===== src/common/sbd_pkg.sv =====
// Purpose: Shared constants and types for the split bulk descriptor engine
// Assumes: Descriptor of four 64-bit words; word index 0..3 in descriptor memory
// Notes:   Bit positions count within one 64-bit descriptor word
// Operation
// - write back actual transferred byte count
// - reload zero disables the NAK retry counter
// - buffer start is internal memory address
// - speed qualifier used only for splits
// - split bit selects high-speed or split
// - decode endpoint kind and token codes
// - tokens use the function address field
// - endpoint number spans two descriptor words
// - max packet size limits packet bytes
// - transfer length bounds the payload size
// - active bit cleared on completion or fatal
// - NAK counter reaching zero retires descriptor
// - error counter decrements, retires, reloads
package sbd_pkg;

  // APB register byte offsets
  localparam logic [7:0] SBD_CTRL_OFF   = 8'h00;
  localparam logic [7:0] SBD_STATUS_OFF = 8'h04;
  localparam logic [7:0] SBD_IRQ_STAT_OFF = 8'h08;
  localparam logic [7:0] SBD_IRQ_EN_OFF = 8'h0c;
  localparam logic [7:0] SBD_IRQ_CLR_OFF = 8'h10;
  localparam logic [7:0] SBD_RESULT_OFF = 8'h14;
  localparam logic [7:0] SBD_TOKEN_OFF  = 8'h18;
  localparam logic [7:0] SBD_SLOT_OFF   = 8'h1c;
  localparam logic [7:0] SBD_MEM_LO_OFF = 8'h40;
  localparam logic [7:0] SBD_MEM_HI_OFF = 8'h44;
  localparam logic [7:0] SBD_MEM_IDX_OFF = 8'h48;

  // Descriptor memory geometry
  localparam int          SBD_MEM_DEPTH = 4;
  localparam int          SBD_MEM_AW    = 2;
  localparam logic [1:0]  SBD_DW0 = 2'h0;
  localparam logic [1:0]  SBD_DW1 = 2'h1;
  localparam logic [1:0]  SBD_DW2 = 2'h2;
  localparam logic [1:0]  SBD_DW3 = 2'h3;

  // Field positions (within 64-bit word)
  localparam int SBD_ACTIVE_BIT   = 0;
  localparam int SBD_LEN_LSB      = 3;
  localparam int SBD_MPS_LSB      = 18;
  localparam int SBD_EP0_BIT      = 31;
  localparam int SBD_EPH_LSB      = 32;
  localparam int SBD_FADDR_LSB    = 35;
  localparam int SBD_TOKEN_LSB    = 42;
  localparam int SBD_KIND_LSB     = 44;
  localparam int SBD_SPLIT_BIT    = 46;
  localparam int SBD_SQ_LSB       = 48;
  localparam int SBD_PORT_LSB     = 50;
  localparam int SBD_HUB_LSB      = 57;
  localparam int SBD_BUF_LSB      = 8;
  localparam int SBD_RL_LSB       = 25;
  localparam int SBD_DONE_LSB     = 32;
  localparam int SBD_NAK_LSB      = 51;
  localparam int SBD_CERR_LSB     = 55;

  // Address translation
  localparam logic [18:0] SBD_CPU_BASE  = 19'h00400;
  localparam int          SBD_ADDR_SHIFT = 3;

  // Encodings
  localparam logic [1:0] SBD_KIND_CTRL = 2'h0;
  localparam logic [1:0] SBD_KIND_BULK = 2'h2;
  localparam logic [1:0] SBD_TOK_OUT   = 2'h0;
  localparam logic [1:0] SBD_TOK_IN    = 2'h1;
  localparam logic [1:0] SBD_TOK_SETUP = 2'h2;
  localparam logic [1:0] SBD_CERR_MAX  = 2'h3;

  // Interrupt bits
  localparam int SBD_IRQ_DONE  = 0;
  localparam int SBD_IRQ_FATAL = 1;
  localparam int SBD_IRQ_NAK   = 2;
  localparam int SBD_IRQ_BAD   = 3;
  localparam int SBD_IRQ_W     = 4;

  // Bus outcome reported by the link
  typedef enum logic [2:0] {
    SBD_RES_ACK, SBD_RES_NAK, SBD_RES_NYET, SBD_RES_NORESP, SBD_RES_BAD, SBD_RES_STALL
  } sbd_result_t;

  // Decoded descriptor
  typedef struct packed {
    logic [6:0]  hub_addr;
    logic [6:0]  hub_port;
    logic [1:0]  speed_qualifier;
    logic        split;
    logic [1:0]  endpoint_kind;
    logic [1:0]  token;
    logic [6:0]  function_addr;
    logic [3:0]  endpoint_num;
    logic [10:0] max_packet_size;
    logic [14:0] transfer_length;
    logic [15:0] buffer_start;
    logic [3:0]  retry_reload;
  } sbd_desc_t;

  // Transaction request toward the link
  typedef struct packed {
    logic        start;
    sbd_desc_t   desc;
    logic        kind_ok;
    logic        token_ok;
    logic        sq_used;
  } sbd_req_t;

  // Completion report from the link
  typedef struct packed {
    logic        valid;
    sbd_result_t result;
    logic [14:0] count;
  } sbd_resp_t;

endpackage


===== src/rtl/sbd_engine.sv =====
// Purpose: APB-controlled descriptor engine: load, issue, write back results
// Assumes: Link reports each transaction outcome as a one-cycle response
// Notes:   Descriptor words live in a small memory; DW3 is written back
`timescale 1ns/1ns
module sbd_engine
  import sbd_pkg::*;
(
  // Clock and reset
  input  wire logic        pclk,
  input  wire logic        presetn,
  // APB slave
  input  wire logic        psel,
  input  wire logic        penable,
  input  wire logic        pwrite,
  input  wire logic [7:0]  paddr,
  input  wire logic [31:0] pwdata,
  output logic      [31:0] prdata,
  output logic             pready,
  output logic             pslverr,
  // Link request and response
  output sbd_req_t         link_req,
  input  wire sbd_resp_t   link_resp,
  // Interrupt
  output logic             irq
);

  typedef enum logic [2:0] {
    SBD_IDLE, SBD_RD0, SBD_RD1, SBD_RD2, SBD_RD3, SBD_ISSUE, SBD_WAIT, SBD_WB
  } sbd_state_t;

  sbd_state_t  state_reg, state_next;
  logic [63:0] dw_reg [3];
  logic [63:0] dw3_reg, dw3_next;
  logic [31:0] stage_reg;
  logic [1:0]  mem_idx_reg;
  logic        go_reg;
  logic [SBD_IRQ_W-1:0] irq_stat_reg, irq_en_reg, irq_set;
  sbd_result_t last_res_reg;
  sbd_req_t    link_req_next;
  logic        busy;

  // APB decode; the answer is registered in the setup cycle, so every
  // transfer completes in its first access cycle and writes land there.
  // Writes are not qualified by pready because pready is always high
  // in the access cycle of this slave.
  wire logic apb_acc = psel && penable;
  wire logic apb_wr  = apb_acc && pwrite;
  wire logic apb_rd  = apb_acc && !pwrite;
  wire logic hit_ctrl = (paddr == SBD_CTRL_OFF);
  wire logic hit_lo   = (paddr == SBD_MEM_LO_OFF);
  wire logic hit_hi   = (paddr == SBD_MEM_HI_OFF);
  wire logic hit_idx  = (paddr == SBD_MEM_IDX_OFF);
  wire logic hit_clr  = (paddr == SBD_IRQ_CLR_OFF);
  wire logic hit_en   = (paddr == SBD_IRQ_EN_OFF);
  wire logic mapped   = hit_ctrl || hit_lo || hit_hi || hit_idx || hit_clr || hit_en ||
                        (paddr == SBD_STATUS_OFF) || (paddr == SBD_IRQ_STAT_OFF) ||
                        (paddr == SBD_RESULT_OFF) || (paddr == SBD_TOKEN_OFF) ||
                        (paddr == SBD_SLOT_OFF);

  // Memory ports: software writes the staged word when it writes the high half
  wire logic                  sw_mem_wr = apb_wr && hit_hi && !busy;
  wire logic                  hw_mem_wr = (state_reg == SBD_WB);
  wire logic                  mem_wr    = sw_mem_wr || hw_mem_wr;
  wire logic [SBD_MEM_AW-1:0] mem_waddr = hw_mem_wr ? SBD_DW3 : mem_idx_reg;
  wire logic [63:0]           mem_wdata = hw_mem_wr ? dw3_reg : {pwdata, stage_reg[31:0]};
  logic      [SBD_MEM_AW-1:0] mem_raddr;
  logic      [63:0]           mem_rdata;

  sbd_desc_mem u_mem (
    .pclk    (pclk),
    .wr_en   (mem_wr),
    .wr_addr (mem_waddr),
    .wr_data (mem_wdata),
    .rd_addr (mem_raddr),
    .rd_data (mem_rdata)
  );

  sbd_desc_t dec_desc;
  logic      dec_kind_ok, dec_token_ok, dec_sq_used;

  sbd_field_decode u_dec (
    .dw0      (dw_reg[0]),
    .dw1      (dw_reg[1]),
    .dw2      (dw_reg[2]),
    .desc     (dec_desc),
    .kind_ok  (dec_kind_ok),
    .token_ok (dec_token_ok),
    .sq_used  (dec_sq_used)
  );

  // Write-back field views of DW3; the retry decisions below look at the
  // counters as they stand before this response, so a counter of one that
  // is decremented by this response is the one that retires the descriptor.
  // Write-back field views of DW3
  wire logic       active    = dw3_reg[SBD_ACTIVE_BIT];
  wire logic [3:0] nak_cnt   = dw3_reg[SBD_NAK_LSB +: 4];
  wire logic [1:0] cerr_cnt  = dw3_reg[SBD_CERR_LSB +: 2];
  wire logic [3:0] reload    = dec_desc.retry_reload;
  wire logic       rsp       = (state_reg == SBD_WAIT) && link_resp.valid;
  wire logic       rsp_ack   = rsp && (link_resp.result == SBD_RES_ACK);
  wire logic       rsp_nak   = rsp && (link_resp.result == SBD_RES_NAK);
  wire logic       rsp_nyet  = rsp && (link_resp.result == SBD_RES_NYET);
  wire logic       rsp_err   = rsp && ((link_resp.result == SBD_RES_NORESP) ||
                                       (link_resp.result == SBD_RES_BAD));
  wire logic       rsp_stall = rsp && (link_resp.result == SBD_RES_STALL);
  wire logic       nak_out   = rsp_nak && (reload != 4'h0) && (nak_cnt == 4'h1);
  wire logic       err_out   = rsp_err && (cerr_cnt <= 2'h1);
  wire logic       fatal     = nak_out || err_out || rsp_stall;
  wire logic [14:0] new_count = dw3_reg[SBD_DONE_LSB +: 15] + link_resp.count;
  wire logic       all_done  = rsp_ack && (new_count >= dec_desc.transfer_length);

  assign busy = (state_reg != SBD_IDLE);

  // Next state of the sequencer
  always_comb begin
    state_next = state_reg;
    mem_raddr  = SBD_DW0;
    case (state_reg)
      SBD_IDLE: begin
        if (go_reg) begin
          state_next = SBD_RD0;
        end
      end
      SBD_RD0: begin
        mem_raddr  = SBD_DW1;
        state_next = SBD_RD1;
      end
      SBD_RD1: begin
        mem_raddr  = SBD_DW2;
        state_next = SBD_RD2;
      end
      SBD_RD2: begin
        mem_raddr  = SBD_DW3;
        state_next = SBD_RD3;
      end
      SBD_RD3: begin
        state_next = mem_rdata[SBD_ACTIVE_BIT] ? SBD_ISSUE : SBD_IDLE;
      end
      SBD_ISSUE: begin
        state_next = (dec_kind_ok && dec_token_ok) ? SBD_WAIT : SBD_WB;
      end
      SBD_WAIT: begin
        if (rsp) begin
          state_next = SBD_WB;
        end
      end
      default: begin
        state_next = (active && !rsp) ? SBD_ISSUE : SBD_IDLE;
      end
    endcase
  end

  // DW3 update from the link outcome
  always_comb begin
    dw3_next = dw3_reg;
    if (state_reg == SBD_RD3) begin
      dw3_next = mem_rdata;
    end else if (state_reg == SBD_ISSUE && !(dec_kind_ok && dec_token_ok)) begin
      dw3_next[SBD_ACTIVE_BIT] = 1'b0;
    end else if (rsp) begin
      if (rsp_ack) begin
        dw3_next[SBD_DONE_LSB +: 15] = new_count;
      end
      if (rsp_nak && reload != 4'h0) begin
        dw3_next[SBD_NAK_LSB +: 4] = nak_cnt - 4'h1;
      end
      if (rsp_nak || rsp_nyet) begin
        dw3_next[SBD_CERR_LSB +: 2] = SBD_CERR_MAX;
      end
      if (rsp_err && cerr_cnt != 2'h0) begin
        dw3_next[SBD_CERR_LSB +: 2] = cerr_cnt - 2'h1;
      end
      if (all_done || fatal) begin
        dw3_next[SBD_ACTIVE_BIT] = 1'b0;
      end
    end
  end

  // Request presented to the link
  always_comb begin
    link_req_next          = '0;
    link_req_next.start    = (state_reg == SBD_ISSUE) && dec_kind_ok && dec_token_ok;
    link_req_next.desc     = dec_desc;
    link_req_next.kind_ok  = dec_kind_ok;
    link_req_next.token_ok = dec_token_ok;
    link_req_next.sq_used  = dec_sq_used;
  end

  // Interrupt events: done, fatal, nak exhaust, bad response
  assign irq_set = {rsp_err, nak_out, fatal, all_done};

  // Sequencer and descriptor registers
  always_ff @(posedge pclk or negedge presetn) begin
    if (!presetn) begin
      state_reg    <= SBD_IDLE;
      dw3_reg      <= '0;
      dw_reg[0]    <= '0;
      dw_reg[1]    <= '0;
      dw_reg[2]    <= '0;
      last_res_reg <= SBD_RES_ACK;
      link_req     <= '0;
    end else begin
      state_reg <= state_next;
      dw3_reg   <= dw3_next;
      link_req  <= link_req_next;
      if (state_reg == SBD_RD0) dw_reg[0] <= mem_rdata;
      if (state_reg == SBD_RD1) dw_reg[1] <= mem_rdata;
      if (state_reg == SBD_RD2) dw_reg[2] <= mem_rdata;
      if (rsp) last_res_reg <= link_resp.result;
    end
  end

  // Software-side registers; hardware set wins over clear
  always_ff @(posedge pclk or negedge presetn) begin
    if (!presetn) begin
      go_reg       <= 1'b0;
      stage_reg    <= '0;
      mem_idx_reg  <= '0;
      irq_en_reg   <= '0;
      irq_stat_reg <= '0;
      irq          <= 1'b0;
    end else begin
      go_reg       <= (apb_wr && hit_ctrl && !busy) ? pwdata[0] : (go_reg && !busy);
      irq_stat_reg <= (irq_stat_reg & ~((apb_wr && hit_clr) ? pwdata[SBD_IRQ_W-1:0]
                                                          : '0)) | irq_set;
      irq          <= |(irq_stat_reg & irq_en_reg);
      if (apb_wr && hit_lo) stage_reg[31:0] <= pwdata;
      if (apb_wr && hit_idx) mem_idx_reg <= pwdata[1:0];
      if (apb_wr && hit_en) irq_en_reg <= pwdata[SBD_IRQ_W-1:0];
    end
  end

  // APB read data and answer
  always_ff @(posedge pclk or negedge presetn) begin
    if (!presetn) begin
      prdata  <= '0;
      pready  <= 1'b0;
      pslverr <= 1'b0;
    end else begin
      pready  <= psel && !penable;
      pslverr <= psel && !penable && !mapped;
      prdata  <= '0;
      if (psel && !penable && !pwrite) begin
        if (paddr == SBD_STATUS_OFF) begin
          prdata <= {27'h0, active, busy, last_res_reg};
        end else if (paddr == SBD_IRQ_STAT_OFF) begin
          prdata <= {28'h0, irq_stat_reg};
        end else if (paddr == SBD_IRQ_EN_OFF) begin
          prdata <= {28'h0, irq_en_reg};
        end else if (paddr == SBD_RESULT_OFF) begin
          prdata <= dw3_reg[63:32];
        end else if (paddr == SBD_TOKEN_OFF) begin
          prdata <= {14'h0, dec_desc.function_addr, dec_desc.endpoint_num, dec_desc.token,
                     dec_desc.endpoint_kind, dec_desc.split, dec_desc.speed_qualifier};
        end else if (paddr == SBD_SLOT_OFF) begin
          prdata <= {dw3_reg[31:0]};
        end else if (paddr == SBD_MEM_IDX_OFF) begin
          prdata <= {30'h0, mem_idx_reg};
        end else if (paddr == SBD_CTRL_OFF) begin
          prdata <= {31'h0, go_reg};
        end
      end
    end
  end

  wire logic unused_rd = apb_rd;

endmodule


===== src/rtl/sbd_desc_mem.sv =====
// Purpose: Four-word, 64-bit descriptor store with registered read
// Assumes: One write port and one read port, both on pclk
// Notes:   Read data appear one cycle after the address
`timescale 1ns/1ns
module sbd_desc_mem
  import sbd_pkg::*;
(
  // Clock
  input  wire logic                  pclk,
  // Write side
  input  wire logic                  wr_en,
  input  wire logic [SBD_MEM_AW-1:0] wr_addr,
  input  wire logic [63:0]           wr_data,
  // Read side
  input  wire logic [SBD_MEM_AW-1:0] rd_addr,
  output logic      [63:0]           rd_data
);

  logic [63:0] mem_reg [SBD_MEM_DEPTH];

  // Storage and registered read
  always_ff @(posedge pclk) begin
    if (wr_en) begin
      mem_reg[wr_addr] <= wr_data;
    end
    rd_data <= mem_reg[rd_addr];
  end

endmodule


===== src/rtl/sbd_field_decode.sv =====
// Purpose: Unpack descriptor words into fields and check encodings
// Assumes: Words held stable by the caller
// Notes:   Purely combinational; reserved bits are never looked at
`timescale 1ns/1ns
module sbd_field_decode
  import sbd_pkg::*;
(
  // Descriptor words
  input  wire logic [63:0] dw0,
  input  wire logic [63:0] dw1,
  input  wire logic [63:0] dw2,
  // Decoded view
  output sbd_desc_t        desc,
  output logic             kind_ok,
  output logic             token_ok,
  output logic             sq_used
);

  // Field extraction; reserved positions are skipped
  assign desc.hub_addr        = dw1[SBD_HUB_LSB +: 7];
  assign desc.hub_port        = dw1[SBD_PORT_LSB +: 7];
  assign desc.split           = dw1[SBD_SPLIT_BIT];
  assign desc.speed_qualifier = desc.split ? dw1[SBD_SQ_LSB +: 2] : 2'h0;
  assign desc.endpoint_kind   = dw1[SBD_KIND_LSB +: 2];
  assign desc.token           = dw1[SBD_TOKEN_LSB +: 2];
  assign desc.function_addr   = dw1[SBD_FADDR_LSB +: 7];
  assign desc.endpoint_num    = {dw1[SBD_EPH_LSB +: 3], dw0[SBD_EP0_BIT]};
  assign desc.max_packet_size = dw0[SBD_MPS_LSB +: 11];
  assign desc.transfer_length = dw0[SBD_LEN_LSB +: 15];
  assign desc.buffer_start    = dw2[SBD_BUF_LSB +: 16];
  assign desc.retry_reload    = dw2[SBD_RL_LSB +: 4];

  // Encoding checks
  assign kind_ok  = (desc.endpoint_kind == SBD_KIND_CTRL) ||
                    (desc.endpoint_kind == SBD_KIND_BULK);
  assign token_ok = (desc.token == SBD_TOK_OUT) || (desc.token == SBD_TOK_IN) ||
                    (desc.token == SBD_TOK_SETUP);
  assign sq_used  = desc.split;

endmodule


===== config.mk =====
export PLATFORM = sky130hd
export DESIGN_NAME = sbd_engine
export DESIGN_NICKNAME = d
export VERILOG_FILES = /design/src/common/sbd_pkg.sv /design/src/rtl/sbd_engine.sv /design/src/rtl/sbd_desc_mem.sv /design/src/rtl/sbd_field_decode.sv
export SDC_FILE = /design/constraint.sdc
export NUM_CORES = 1
export LEC_CHECK = 0
export BUFFER_PORTS_ARGS = -buffer_cell sky130_fd_sc_hd__buf_2
export CAP_MARGIN = 20
export CORE_ASPECT_RATIO = 1.75
export CORE_MARGIN = 2
export CORE_UTILIZATION = 49
export CTS_CLUSTER_SIZE = 14
export DETAILED_ROUTE_END_ITERATION = 12
export GPL_ROUTABILITY_DRIVEN = 0
export PLACE_DENSITY = 0.67
export RECOVER_POWER = 50
export SLEW_MARGIN = 0
export SYNTH_ARGS = -nofsm -noshare
export SYNTH_HDL_FRONTEND = slang
export SYNTH_SLANG_ARGS = --single-unit

===== constraint.sdc =====
create_clock -name pclk -period 8.65 [get_ports pclk]
set_input_delay 1.73 -clock pclk [delete_from_list [all_inputs] [get_ports pclk]]
set_output_delay 1.73 -clock pclk [all_outputs]
set_load 0.005 [all_outputs]

==> run_results.csv, run 1 <==
group,metric,value,unit
clocking,cts_tree,"built",
worst_setup_path,start_kind,"flop",
die,fp.dieW,171,microns
worst_setup_path,reg2reg_to,"dw3_reg[0]",
logic_synthesis,syn-cell-area,23900,sq um
sta,tightest_slew,3.74,ns
sta,final.setup.tns,0,ns
hold_path,hold_path_depth,0,
worst_setup_path,rrSetupSlack,2.29,ns
drt,vias,15008,
global_routing,overflow,0,
drt,firstDrtPassIters,6,
clocking,cts_root_buf,"clkbuf_16",
clocking,clk_latency,0.59,ns
clocking,cts_made_buffers,54,
logic_synthesis,ys_types,62,
cells_and_area,layout_commonest_cell,"dfrtp_1",
worst_setup_path,crit_path_end_kind,"flop",
die,rows,107,
place,placed_cells,2491,
global_routing,grt_pass1_vias,15239,
drt,drcViolationCount,0,
logic_synthesis,avgSynthCellArea,13.8,sq um
die,die_h,296,microns
place,hpwlAfterDp,40.7,mm
worst_setup_path,cp.required,9.09,ns
cells_and_area,fill_cells,4031,
hold_path,hp-class,"reg -> reg",
cells_and_area,drive_above_1_share,22.7,%
worst_setup_path,rr_startpoint,"state_reg[0]",
cells_and_area,largest_reg_flops,256,
worst_setup_path,path_class,"reg -> reg",
drt,avgViaCountPerCell,5.79,
worst_setup_path,critical_path.max_fanout,62,
logic_synthesis,yosysWarnings,0,
drt,routed_wl,63.4,mm
global_routing,grt_pass1_wl,94.0,mm
clocking,cts_max_path_buffers,3,
sta,grt_setup_unrepaired,"false",
cells_and_area,fin_cells,2594,
clocking,postCtsSetupBuffers,0,
cells_and_area,register_area,16700,sq um
die,initial_core_util,49.3,%
global_routing,antenna_found_initial,4,
pwr,p_leak,11.3,nW
pwr,irDropWorstVdd,0.210,mV
logic_synthesis,synth_edf_count,256,
pwr,powerDensity,334,nW/um^2
global_routing,grt_max_degree,152,
die,ios,181,
sta,max-slew-margin-rel,-149,%
place,place_area,25600,sq um
cells_and_area,final_util,56.1,%
cells_and_area,area_growth,13.9,%
logic_synthesis,synth_seq_cells,627,
sta,final-setup-viol-count,0,
run_status,violations,"max-capacitance violations, max-slew violations",
drt,drt_iter0_markers,1291,
clocking,clkTransAtPathRegs,0.07,ns
die,coreArea,48500,sq um
cells_and_area,stdcell_area,27200,sq um
logic_synthesis,synthArstFlopShare,49.0,%
cells_and_area,fin_nets,1993,
sta,maxSlewViolCount,378,
worst_setup_path,critPathArrivalTime,6.80,ns
sta,fmax,0.157,GHz
logic_synthesis,synthesis.nets,1823,
logic_synthesis,netlist_instances,1725,
run_status,status,"finished with violations",
clocking,cts_resized,0,
clocking,hold_buffers,0,
cells_and_area,multi_input_area,6820,sq um
logic_synthesis,yosysSeqAreaShare,69.7,%
flow_run,drv_cap,7,
clocking,cts_sinks,627,
hold_path,hp-start,"dw_reg[23]",
worst_setup_path,worstRegToRegCells,4,
logic_synthesis,synth_compound_area_share,8.15,%
place,io_buffers,180,
sta,final.setup_skew,0.0150,ns
sta,period_share,73.5,%
logic_synthesis,synthFlopType,"dfrtp_1",
die,die-area,50600,sq um
clocking,cts_max_level,2,
logic_synthesis,muxShareOfSynthArea,10.8,%
sta,whs,0.368,ns
logic_synthesis,synthXorXnorAreaFrac,0.623,%
drt,wire_per_inst,24.4,microns
sta,post-route-min-period,6.36,ns
logic_synthesis,synth_top_family_by_area,"multiplexers",
cells_and_area,final_cell_mix,"305 x dfrtp_1, 266 x nand2_1, 256 x edfxtp_1, 167 x mux2_2, 158 x buf_2",
sta,hold_viol,0,
logic_synthesis,yosys.area_share.simple,6.90,%
hold_path,holdPathEnd,"link_req[22]",
drt,ant_nets,0,
logic_synthesis,synth_fa_ha_area_share,1.81,%
global_routing,grtUsageTotal,25.1,%
-- cell type report --
| type | count | area share, % |
|---|---|---|
| inverter | 31 | 0.428 |
| multi-input combinational | 976 | 25.1 |
| sequential | 627 | 61.2 |
| tap | 654 | 3.01 |
| timing repair buffer | 205 | 4.01 |
| clock buffer | 94 | 6.08 |
| clock inverter | 6 | 0.133 |
| antenna | 1 | 0.00920 |
-- power by group --
part / switching, mW / total, mW / internal, mW / leakage [nW]
combinational: 1.34 / 2.32 / 0.982 / 3.67
sequential: 0.604 / 4.43 / 3.82 / 6.84
clock: 1.03 / 2.33 / 1.29 / 0.823
-- Yosys cell counts (3+ instances only) --
library cell / number / share of area, %
nand4_1: 4 / 0.10
nand3_1: 13 / 0.27
a21oi_1: 35 / 0.73
nor4_1: 5 / 0.13
and2_1: 3 / 0.079
nor2_1: 69 / 1.1
nor3_1: 11 / 0.23
a31oi_1: 9 / 0.24
nor2b_1: 4 / 0.10
nand2_1: 267 / 4.2
mux2_2: 227 / 11
inv_1: 31 / 0.49
ha_1: 33 / 1.7
dfrtp_1: 307 / 32
xnor2_1: 12 / 0.44
a211oi_1: 8 / 0.25
o21ai_0: 105 / 2.2
buf_2: 3 / 0.063
a222oi_1: 14 / 0.59
dfxtp_1: 64 / 5.4
nand3b_1: 3 / 0.094
a22oi_1: 84 / 2.6
buf_1: 9 / 0.14
o211ai_1: 5 / 0.16
or2_2: 3 / 0.079
nand2b_1: 5 / 0.13
clkbuf_1: 78 / 1.2
edfxtp_1: 256 / 32
a21o_1: 7 / 0.22
xor2_1: 5 / 0.18
-- logic make-up (layout without fill, tap and decap cells) --
family                   Yosys count  count (layout)
adder cells (fa/ha/maj)           34              34
AO/OA/AOI/OAI                    299             299
multiplexers                     229             229
flip-flops                       627             627
other                              0               1
XOR/XNOR                          17              17
buffers and inverters            122             336
AND/OR/NAND/NOR                  397             397
-- per-layer routing --
layer  track usage (%)  part of all wire (%)  vias up  routed length, microns
li1                  -                     -     6572                       -
met4              12.4                   5.3        8                    3340
met3              3.35                   5.5      165                    3470
met1              30.3                    37     7666                   23600
met5                 0                 0.062        -                      39
met2              44.2                    52      597                   32900
-- how the worst max path moves through the flow --
stage	slack [ns]	depth (start not counted)	end	start
6_report	2.29	4	dw3_reg[0]	state_reg[0]
5_1_grt	2.01	4	dw3_reg[0]	state_reg[0]
4_1_cts	4.04	9	u_mem.mem_reg[3][15]	paddr[4]
3_5_place_dp	3.43	15	dw3_reg[0]	link_resp[0]
3_3_place_gp	3.50	9	u_mem.mem_reg[3][10]	paddr[4]
2_1_floorplan	1.00	7	u_mem.mem_reg[3][0]	paddr[4]
-- stage by stage --
stage | power, mW | setup WS, ns
after floorplan | 5.73 | 1.00
after global placement | 6.74 | 3.50
after detailed placement | 6.82 | 3.43
after CTS | 9.14 | 4.04
after global routing | 9.53 | 2.01
final | 9.08 | 2.29
-- critical path, stage by stage, from the launching register on --
cell      delay (ns)
dfrtp_1         1.30
clkbuf_1        2.33
nor2_1          0.31
and2_1          1.44
o41ai_1         0.78
No activity file was read; power rests on OpenSTA's default activity.
==> run 2, diff against run 1 <==
--- a/config.mk
+++ b/config.mk
@@ -5,6 +5,7 @@
 export SDC_FILE = /design/constraint.sdc
 export NUM_CORES = 1
 export LEC_CHECK = 0
+export ABC_AREA = 1
 export BUFFER_PORTS_ARGS = -buffer_cell sky130_fd_sc_hd__buf_2
 export CAP_MARGIN = 20
 export CORE_ASPECT_RATIO = 1.75
@@ -13,7 +14,7 @@
 export CTS_CLUSTER_SIZE = 14
 export DETAILED_ROUTE_END_ITERATION = 12
 export GPL_ROUTABILITY_DRIVEN = 0
-export PLACE_DENSITY = 0.67
+export PLACE_DENSITY = 0.7
 export RECOVER_POWER = 50
 export SLEW_MARGIN = 0
 export SYNTH_ARGS = -nofsm -noshare
==> constraint.sdc (replaced) <==
create_clock -name pclk -period 5.3 [get_ports pclk]
set_input_delay 1.06 -clock pclk [delete_from_list [all_inputs] [get_ports pclk]]
set_output_delay 1.06 -clock pclk [all_outputs]
set_load 0.005 [all_outputs]
==> run_results.csv, run 2 <==
group,metric,value,unit
global_routing,grt_max_degree,110,
sta,final-setup-viol-count,0,
cells_and_area,fin_nets,2489,
clocking,clk_latency,0.60,ns
worst_setup_path,critical_path.max_fanout,52,
sta,post-route-min-period,4.11,ns
sta,period_share,77.6,%
die,rows,107,
cells_and_area,area_growth,12.9,%
place,place_area,25800,sq um
worst_setup_path,worstRegToRegCells,7,
pwr,pwr-share-clk,24.7,%
worst_setup_path,cp.required,5.50,ns
sta,grt_setup_unrepaired,"false",
global_routing,grt_pass1_vias,17275,
logic_synthesis,synth_compound_area_share,10.9,%
sta,fmax,0.243,GHz
logic_synthesis,synth_seq_cells,627,
worst_setup_path,rr_startpoint,"state_reg[0]",
die,die-area,51300,sq um
logic_synthesis,synthFlopType,"dfrtp_1",
sta,final.setup_skew,0.0434,ns
cells_and_area,largest_reg_flops,256,
sta,setup_slack,1.19,ns
drt,wire_per_inst,20.4,microns
logic_synthesis,yosysMostFrequentCell,"nand2_1",
clocking,clkTransAtPathRegs,0.07,ns
sta,final.setup.tns,0,ns
worst_setup_path,crit_path_end_kind,"flop",
logic_synthesis,yosysSeqAreaShare,68.7,%
sta,maxSlewViolCount,365,
logic_synthesis,synthTopCellsByArea,"edfxtp_1 32%, dfrtp_1 32%, nand2_1 7.0%",
die,die_h,298,microns
die,fp.dieW,172,microns
hold_path,holdPathEnd,"link_req[67]",
worst_setup_path,max_stage_delay,1.26,ns
pwr,p_comb_share,28.1,%
die,initial_core_util,49.7,%
clocking,cts_tree,"built",
cells_and_area,multi_input_area,6400,sq um
global_routing,grtUsageTotal,24.9,%
logic_synthesis,yosys.area.top_type,"edfxtp_1",
worst_setup_path,crit_slowest_cell,"clkbuf_1",
clocking,hold_buffers,0,
logic_synthesis,synthXorXnorAreaFrac,0.325,%
logic_synthesis,yosysWarnings,0,
logic_synthesis,synth_fa_ha_area_share,1.79,%
drt,vias,17055,
worst_setup_path,path_cells,"clkinvlp_2 > nor3_1 > clkbuf_1 > inv_2 > buf_4 > o21ai_4 > buf_4",
cells_and_area,stdcell_area,27400,sq um
global_routing,antenna_found_initial,2,
clocking,cts_root_buf,"clkbuf_16",
pwr,powerDensity,545,nW/um^2
worst_setup_path,crit_family,"buffers and inverters",
pwr,p_int,9.69,mW
logic_synthesis,synth_edf_count,256,
logic_synthesis,avgSynthCellArea,10.9,sq um
hold_path,hp-start,"dw_reg[114]",
clocking,postCtsSetupBuffers,0,
logic_synthesis,muxShareOfSynthArea,0.697,%
logic_synthesis,netlist_instances,2233,
global_routing,overflow,0,
drt,routed_wl,63.1,mm
clocking,cts_resized,0,
sta,hold_viol,0,
logic_synthesis,syn-cell-area,24200,sq um
worst_setup_path,reg2reg_to,"u_mem.mem_reg[3][15]",
cells_and_area,drive_above_1_share,10.8,%
pwr,switchingPower,5.23,mW
clocking,cts_made_buffers,53,
worst_setup_path,critPathMostFrequentCell,"buf_4",
logic_synthesis,synthesis.nets,2331,
worst_setup_path,rrSetupSlack,1.19,ns
drt,firstDrtPassIters,5,
pwr,p_seq_share,47.3,%
logic_synthesis,synthArstFlopShare,49.0,%
sta,tightest_slew,3.06,ns
place,io_buffers,180,
cells_and_area,final_cell_mix,"450 x nand2_1, 307 x dfrtp_1, 302 x o21ai_0, 256 x edfxtp_1, 249 x nor2_1",
worst_setup_path,path_class,"reg -> reg",
logic_synthesis,ys_types,40,
die,ios,181,
cells_and_area,layout_commonest_cell,"nand2_1",
logic_synthesis,yosys.area_share.simple,12.6,%
pwr,p_leak,11.9,nW
worst_setup_path,critPathArrivalTime,4.31,ns
sta,max-slew-margin-rel,-104,%
clocking,cts_sinks,627,
worst_setup_path,start_kind,"flop",
hold_path,hold_path_depth,0,
global_routing,grt_pass1_wl,96.7,mm
place,post-place-ws,1.70,ns
drt,ant_nets,0,
pwr,irDropWorstVdd,0.330,mV
logic_synthesis,synth_top_family_by_area,"simple AND/OR/NAND/NOR gates",
hold_path,hp-class,"reg -> reg",
cells_and_area,register_area,16700,sq um
pwr,swShare,35.0,%
drt,drcViolationCount,0,
clocking,cts_max_level,2,
run_status,violations,"max-capacitance violations, max-slew violations",
die,coreArea,48700,sq um
logic_synthesis,synth_top_area_share,31.7,%
cells_and_area,fill_cells,4231,
run_status,status,"finished with violations",
drt,drt_iter0_markers,1510,
logic_synthesis,netlist_top_cells_count,"453 x nand2_1, 307 x dfrtp_1, 303 x o21ai_0",
drt,avgViaCountPerCell,5.52,
flow_run,drv_cap,7,
place,hpwlAfterDp,41.4,mm
worst_setup_path,cp.buffers_inverters,5,
clocking,cts_max_path_buffers,3,
pwr,p_total,14.9,mW
## run 2: cell types whose count changed after synthesis, sizes merged, moves of 8 or more
cell / previous run / this run
a211oi: 8 / 0
a21oi: 35 / 45
a222oi: 14 / 0
a22oi: 84 / 0
buf: 13 / 30
inv: 31 / 208
mux2: 227 / 15
nand2: 267 / 453
nand3: 13 / 44
nor2: 69 / 251
o21ai: 106 / 311
o32ai: 0 / 77
## run 2: worst max path at each step
stage | from | to | slack [ns] | depth (start not counted)
3_3_place_gp | paddr[1] | u_mem.mem_reg[3][16] | 1.76 | 7
6_report | state_reg[0] | u_mem.mem_reg[3][15] | 1.19 | 7
2_1_floorplan | paddr[7] | u_mem.mem_reg[0][0] | -1.37 | 7
3_5_place_dp | link_resp[0] | dw3_reg[0] | 1.70 | 17
5_1_grt | state_reg[0] | u_mem.mem_reg[3][15] | 1.07 | 7
4_1_cts | state_reg[0] | dw3_reg[52] | 2.28 | 8
## run 2: through the flow
step | std cells | hold WS, ns | utilization (%)
2_1_floorplan | 2233 | 0.349 | -
3_3_place_gp | 2989 | 0.357 | 53.0
3_5_place_dp | 2990 | 0.358 | 53.0
4_1_cts | 3086 | 0.373 | 56.3
5_1_grt | 3088 | 0.383 | 56.1
6_report | 3088 | 0.373 | 56.1
## run 2: power by group through the flow
stage	clock, mW	combinational, mW	sequential, mW
global route	3.91	4.73	7.16
detailed placement	0	4.19	7.13
global placement	0	4.05	7.11
finish	3.68	4.19	7.05
CTS	3.73	4.22	7.04
floorplan	0	2.77	6.84
## run 2: final cells by class
type / count / area share [%]
antenna: 2 / 0.0183
multi-input combinational: 1294 / 23.4
tap: 654 / 2.99
timing repair buffer: 206 / 3.99
inverter: 209 / 2.88
clock inverter: 6 / 0.284
sequential: 627 / 60.9
clock buffer: 90 / 5.58
## run 2: per-layer routing
metal	GRT usage, %	up-vias	part of all wire, %
met4	13.8	0	5.5
met2	42.5	665	51
met1	30.3	8398	38
met5	0	-	0
met3	3.03	174	5.6
li1	-	7818	-
## run 2: kinds of logic after synthesis
logic type      Yosys count
mux                      15
buf+inv                 312
flops                   627
simple gates            777
xor+xnor                  9
compound gates          459
fa+ha+maj                34
